## config.mk

```make
export PLATFORM = sky130hd
export DESIGN_NAME = blt_transceiver
export DESIGN_NICKNAME = d
export VERILOG_FILES = /design/src/core/blt_pkg.sv /design/src/core/blt_transceiver.sv
export SDC_FILE = /design/constraint.sdc
export NUM_CORES = 1
export LEC_CHECK = 0
export BUFFER_PORTS_ARGS = -buffer_cell sky130_fd_sc_hd__buf_2
export CAP_MARGIN = 10
export CORE_MARGIN = 2
export CORE_UTILIZATION = 40
export CTS_CLUSTER_SIZE = 8
export DETAILED_ROUTE_END_ITERATION = 16
export SETUP_SLACK_MARGIN = 0.4
export SYNTH_ARGS = -nofsm -noshare
export SYNTH_HDL_FRONTEND = slang
export SYNTH_SLANG_ARGS = --single-unit
```

## constraint.sdc

```tcl
create_clock -name sys_clk -period 1.69 [get_ports sys_clk]
set_input_delay 0.169 -clock sys_clk [delete_from_list [all_inputs] [get_ports sys_clk]]
set_output_delay 0.169 -clock sys_clk [all_outputs]
set_load 0.01 [all_outputs]
```

## src/core/blt_pkg.sv

```systemverilog
// Package for the two-way latched bus transceiver: widths, reset values and port carriers
package blt_pkg;
    localparam int BLT_WIDTH = 18;
    localparam logic [17:0] BLT_WORD_RST = 18'h00000;
    localparam logic BLT_CLK_RST = 1'b0;
    localparam logic BLT_OE_OFF = 1'b0;
    localparam logic BLT_OEN_OFF = 1'b1;

    typedef logic [BLT_WIDTH-1:0] blt_word_t;

    // Controls of one direction, enable already in active-high form
    typedef struct packed {
        logic oe;
        logic le;
        logic cap_clk;
    } blt_ctrl_s;

    // One side of a two-way pin group
    typedef struct packed {
        blt_word_t dout;
        logic [BLT_WIDTH-1:0] oe;
    } blt_drive_s;
endpackage

```

## src/core/blt_transceiver.sv

```systemverilog
// Two-way 18-bit transceiver with transparent, latched and clocked modes per direction
`timescale 1ns/1ps

// Overview of operation
// Each direction carries an 18-bit word between left and right ports with its own storage.
// With forward latch enable high the left data passes to the right outputs whatever the capture clock does.
// With forward latch enable low and a steady capture clock the stored forward word is held.
// With forward latch enable low each rising edge of the forward capture clock stores the left word.
// With latch enable low and clock high the old level holds only if the clock was high before enable fell.
// Forward output enable high drives the right outputs with the forward path value.
// Forward output enable low releases the right outputs regardless of latch, clock and data.
// The reverse path behaves the same using its own enable, latch enable and capture clock.
// Forward output enable is active high and reverse output enable is active low.
// Each undriven data input keeps its last valid level through bus-hold.
// The controlling logic must not enable both directions at once on a port pair.
module blt_transceiver (
    // Clock and reset
    input wire logic sys_clk,
    input wire logic rstn,
    // Forward controls
    input wire logic fwd_output_enable,
    input wire logic fwd_latch_enable,
    input wire logic fwd_capture_clock,
    // Reverse controls
    input wire logic rev_output_enable_n,
    input wire logic rev_latch_enable,
    input wire logic rev_capture_clock,
    // Left port pins
    input wire blt_pkg::blt_word_t left_in,
    output blt_pkg::blt_word_t left_out,
    output blt_pkg::blt_word_t left_oe,
    // Right port pins
    input wire blt_pkg::blt_word_t right_in,
    output blt_pkg::blt_word_t right_out,
    output blt_pkg::blt_word_t right_oe
);
    import blt_pkg::*;

    // What the storage of one direction does on this clock edge
    typedef enum logic [1:0] {
        BLT_MODE_HOLD = 2'b00,
        BLT_MODE_PASS = 2'b01,
        BLT_MODE_CAPTURE = 2'b10
    } blt_mode_e;

    blt_ctrl_s ctrl [2];
    blt_word_t din [2];
    blt_drive_s drv [2];

    // Index 0 is forward (left to right), index 1 is reverse
    always_comb
    begin
        ctrl[0] = '{oe: fwd_output_enable, le: fwd_latch_enable, cap_clk: fwd_capture_clock};
        ctrl[1] = '{oe: ~rev_output_enable_n, le: rev_latch_enable, cap_clk: rev_capture_clock};
        din[0] = left_in;
        din[1] = right_in;
    end

    genvar g;
    generate
        for (g = 0; g < 2; g++)
        begin : g_dir
            // Input pin sampling with bus-hold
            blt_word_t hold_r;
            blt_word_t hold_nxt;
            logic busy_r;
            logic busy_nxt;
            // Capture clock edge detection
            logic clk_q_r;
            logic clk_q_nxt;
            logic cap_rise;
            blt_mode_e mode;
            // Storage of this direction
            blt_word_t word_r;
            blt_word_t word_nxt;
            // Registered drive of the far port
            blt_drive_s drv_r;
            blt_drive_s drv_nxt;

            // The port read here is driven by the other direction; its enable is copied locally
            // so the copy tracks the other direction's registered enable edge for edge
            always_comb
            begin
                busy_nxt = ctrl[1-g].oe;
                hold_nxt = hold_r;
                if (!busy_r)
                begin
                    hold_nxt = din[g];
                end
            end

            always_ff @(posedge sys_clk or negedge rstn)
            begin
                if (!rstn)
                begin
                    busy_r <= BLT_OE_OFF;
                    hold_r <= BLT_WORD_RST;
                end
                else
                begin
                    busy_r <= busy_nxt;
                    hold_r <= hold_nxt;
                end
            end

            // A rising edge needs a low sample then a high one, so a clock already high
            // when the latch enable falls never captures
            always_comb
            begin
                clk_q_nxt = ctrl[g].cap_clk;
                cap_rise = ctrl[g].cap_clk && !clk_q_r;
            end

            always_ff @(posedge sys_clk or negedge rstn)
            begin
                if (!rstn)
                begin
                    clk_q_r <= BLT_CLK_RST;
                end
                else
                begin
                    clk_q_r <= clk_q_nxt;
                end
            end

            // Latch enable wins over the capture clock
            always_comb
            begin
                if (ctrl[g].le)
                begin
                    mode = BLT_MODE_PASS;
                end
                else if (cap_rise)
                begin
                    mode = BLT_MODE_CAPTURE;
                end
                else
                begin
                    mode = BLT_MODE_HOLD;
                end
            end

            always_comb
            begin
                word_nxt = word_r;
                case (mode)
                    BLT_MODE_PASS:
                    begin
                        word_nxt = hold_r;
                    end
                    BLT_MODE_CAPTURE:
                    begin
                        word_nxt = hold_r;
                    end
                    BLT_MODE_HOLD:
                    begin
                        word_nxt = word_r;
                    end
                    default:
                    begin
                        word_nxt = word_r;
                    end
                endcase
            end

            always_ff @(posedge sys_clk or negedge rstn)
            begin
                if (!rstn)
                begin
                    word_r <= BLT_WORD_RST;
                end
                else
                begin
                    word_r <= word_nxt;
                end
            end

            // Path value is the transparent word when open, else the stored one
            always_comb
            begin
                drv_nxt.dout = word_r;
                if (mode == BLT_MODE_PASS)
                begin
                    drv_nxt.dout = hold_r;
                end
                drv_nxt.oe = {BLT_WIDTH{BLT_OE_OFF}};
                if (ctrl[g].oe)
                begin
                    drv_nxt.oe = {BLT_WIDTH{1'b1}};
                end
            end

            always_ff @(posedge sys_clk or negedge rstn)
            begin
                if (!rstn)
                begin
                    drv_r <= '{dout: BLT_WORD_RST, oe: {BLT_WIDTH{BLT_OE_OFF}}};
                end
                else
                begin
                    drv_r <= drv_nxt;
                end
            end

            assign drv[g] = drv_r;
        end
    endgenerate

    // Outputs straight from the drive flip-flops; R11 is left to the controller
    assign right_out = drv[0].dout;
    assign right_oe = drv[0].oe;
    assign left_out = drv[1].dout;
    assign left_oe = drv[1].oe;
endmodule

```

==> impl_metrics.csv <==
group,metric,value,unit
floorplanning,die_height,110,um
critical_path,worst-r2r-cell-count,4,
finish,postLayoutCoreUtil,0.494,
run_status,run_status,"complete, no violations",
critical_path,startpoint_type,"input port",
clock_tree,clock_tree.buffer_depth,2,
power,max-vdd-ir-drop,0.416,mV
grt,grt_max_degree,37,
job,max_cap_violations,0,
route,drt_iter0_markers,45,
grt,grt_util_all_layers,0.134,
route,antenna_left,0,
floorplanning,design.core.area,10900,um^2
placement,detailed_placement_wirelength_estimate,5200,um
critical_path,worst_ep_required_time,1.93,ns
critical_path,timing.critical_path.max_delay_family,"buffers and inverters",
critical_path,worst-setup-path-type,"input port to flip-flop",
yosys,synth.avg_cell_area,16.6,um^2
timing,achievable-frequency,776,MHz
grt,grt_pass1_vias,2380,
critical_path,critical_path.max_fanout,18,
route,drc_errors,0,
clock_tree,numClockSinks,112,
yosys,count_of_different_cell_masters_after_synthesis,9,
finish,final_cells,516,
yosys,postSynthNetCount,315,
clock_tree,clkLatencyLatePin,0.36,ns
finish,finalNetCount,417,
timing,worst_margin_slew,0.424,ns
power,power-per-cell-area,1060,nW/um^2
yosys,synth.cell_area,4500,um^2
timing,period_needed,1.29,ns
grt,grt-ovfl-total,0,
yosys,top_ff_cell_synth,"dfrtp_1",
timing,hold_viol_final,0,
grt,grt_first_pass_wirelength,12100,um
yosys,library_cell_occupying_the_most_area_in_the_post_synthesis_netlist,"dfrtp_1",
yosys,synth_sequential_area_ratio,0.623,
finish,final_cell_area,5370,um^2
power,power.total,5.67,mW
critical_path,critical-path-slowest-cell,"dlygate4sd3_1",
route,routed-via-count,2359,
critical_path,critical_path.cell_chain,"dlygate4sd3_1, buf_2, a21oi_4, buf_12, mux2_2",
timing,slew-limit-headroom,0.717,
yosys,synth_common_cells,"dfrtp_1 (112), mux2_2 (88), buf_4 (36), mux2_4 (20), buf_2 (6)",
timing,period_share,0.763,
yosys,synth-warning-count,0,
yosys,synth_most_common_cell,"dfrtp_1",
critical_path,timing.critical_path.buf_inv,3,
finish,drive_above_1_share,0.678,
finish,area.growth.synth_to_final,19.4,%
floorplanning,die_footprint,12100,um^2
clock_tree,cts-root-buf,"clkbuf_8",
placement,numPlacedInstances,490,
timing,finalClockSkew,0.0118,ns
placement,place.port_buffers,115,
route,dr.pass1.iters,4,
power,p_leak,2.51,nW
floorplanning,x_dimension_of_the_die,110,um
yosys,yosysTopAreaCellShare,0.623,
clock_tree,cts-buffers-inserted,9,
timing,final_max_slew_viol_count,0,
timing,grt_setup_unrepaired,"yes",
critical_path,crit_cells,5,
route,route.detailed.wl_per_inst,15.1,um
yosys,synth_top_cells_by_area,"dfrtp_1 (62%), mux2_2 (22%), mux2_4 (6.7%), buf_4 (6.0%), buf_12 (0.89%)",
timing,timing.setup.tns,0,ns
route,vias_per_cell,4.57,
critical_path,critPathCaptureType,"flip-flop",
worst_hold_path,whs_path_depth,2,
floorplanning,ios,116,
timing,finalSetupViolations,0,
clock_tree,clock_tree_from_tritoncts,"yes",
critical_path,critical_path.max_stage_delay,0.53,ns
grt,initial_antenna_violation_count,0,
yosys,async_reset_ff_frac,1.00,
finish,antenna_cells,0,
yosys,synth-edff-count,0,
placement,gp_routability_congestion,0.693,
floorplanning,fp-row-count,38,
clock_tree,cts_max_level,3,
placement,placed_cell_area,5060,um^2
yosys,syn_inst,271,
clock_tree,cts.reportedPaths.clkPinSlew,0.10,ns
yosys,synth_seq_cells,112,
route,wl,7790,um
floorplanning,starting_density,0.413,
critical_path,data_arrival_time_of_the_critical_path,1.53,ns
worst_hold_path,worstHoldPathType,"input port to flip-flop",
-- worst paths after layout --
check                                    from                  end  slack [ns]
setup / recovery            rev_capture_clock   g_dir[1].word_r[6]        0.40
hold / removal                     left_in[2]   g_dir[0].hold_r[2]        0.03
setup reg to reg             g_dir[1].clk_q_r   g_dir[1].word_r[6]        0.48
hold reg to reg            g_dir[0].word_r[6]         right_out[6]        0.51
max in group asynchronous                rstn  g_dir[0].word_r[13]        0.84
min in group asynchronous                rstn         right_out[5]        0.30
-- flip-flops by register name, indices dropped and copies added, names as in the netlist --
signal / count
right_out: 18
g_dir.word_r: 36
left_out: 18
g_dir.clk_q_r: 2
left_oe: 1
right_oe: 1
g_dir.hold_r: 36
-- power by group --
group	internal, mW	switching [mW]
logic	0.549	0.392
registers	3.02	0.160
clock network	0.712	0.834
total	4.29	1.39
-- cells in the final DEF, fill, tap and decap left out --
master | netlist | layout
clkbuf_16 | 0 | 1
dfrtp_1 | 112 | 110
clkbuf_8 | 0 | 10
buf_12 | 2 | 7
clkinvlp_4 | 0 | 2
mux2_2 | 88 | 88
bufinv_16 | 0 | 1
dlygate4sd3_1 | 0 | 7
buf_6 | 2 | 1
a21oi_4 | 2 | 2
buf_4 | 36 | 8
mux2_4 | 20 | 20
inv_1 | 3 | 3
dfrtp_2 | 0 | 2
buf_2 | 6 | 113
clkbuf_1 | 0 | 1
-- layer usage --
| layer | vias up | track usage | routed length, um |
|---|---|---|---|
| met5 | - | 0 | 0 |
| met4 | 0 | 0.0407 | 85 |
| met3 | 7 | 0.0400 | 395 |
| met2 | 66 | 0.220 | 3910 |
| met1 | 1196 | 0.171 | 3400 |
| li1 | 1090 | - | - |
-- through the flow --
| step | hold slack [ns] | setup WS [ns] |
|---|---|---|
| after floorplan | -0.127 | 0.413 |
| after global placement | 0.134 | 0.311 |
| after detailed placement | 0.145 | 0.312 |
| after CTS | 0.00398 | 0.371 |
| after global routing | -0.000679 | 0.379 |
| final | 0.0333 | 0.401 |
-- area by class of cell --
cell class              count  area [um^2]
clock buffers              11          141
clock inverters             3         45.0
fillers                   939         5510
inverters                   3         11.3
multi-input cells         110         1320
flip-flops and latches    112         2810
well taps                 140          175
repair buffers            137          872
-- kinds of logic after synthesis --
logic type | count (synthesis) | synth area share
AO/OA/AOI/OAI | 2 | 0.00723
buffers and inverters | 49 | 0.0831
flip-flops | 112 | 0.623
multiplexers | 108 | 0.287
-- timing repair --
action,4_1_cts,5_1_grt
hold buffers,5,2
pin swaps,1,0
buffers inserted,1,3
gates cloned,0,1
hold endpoints to repair,29,2
setup endpoints to repair,29,37
gates resized for setup,0,2
No activity file was read; power rests on OpenSTA's default activity.
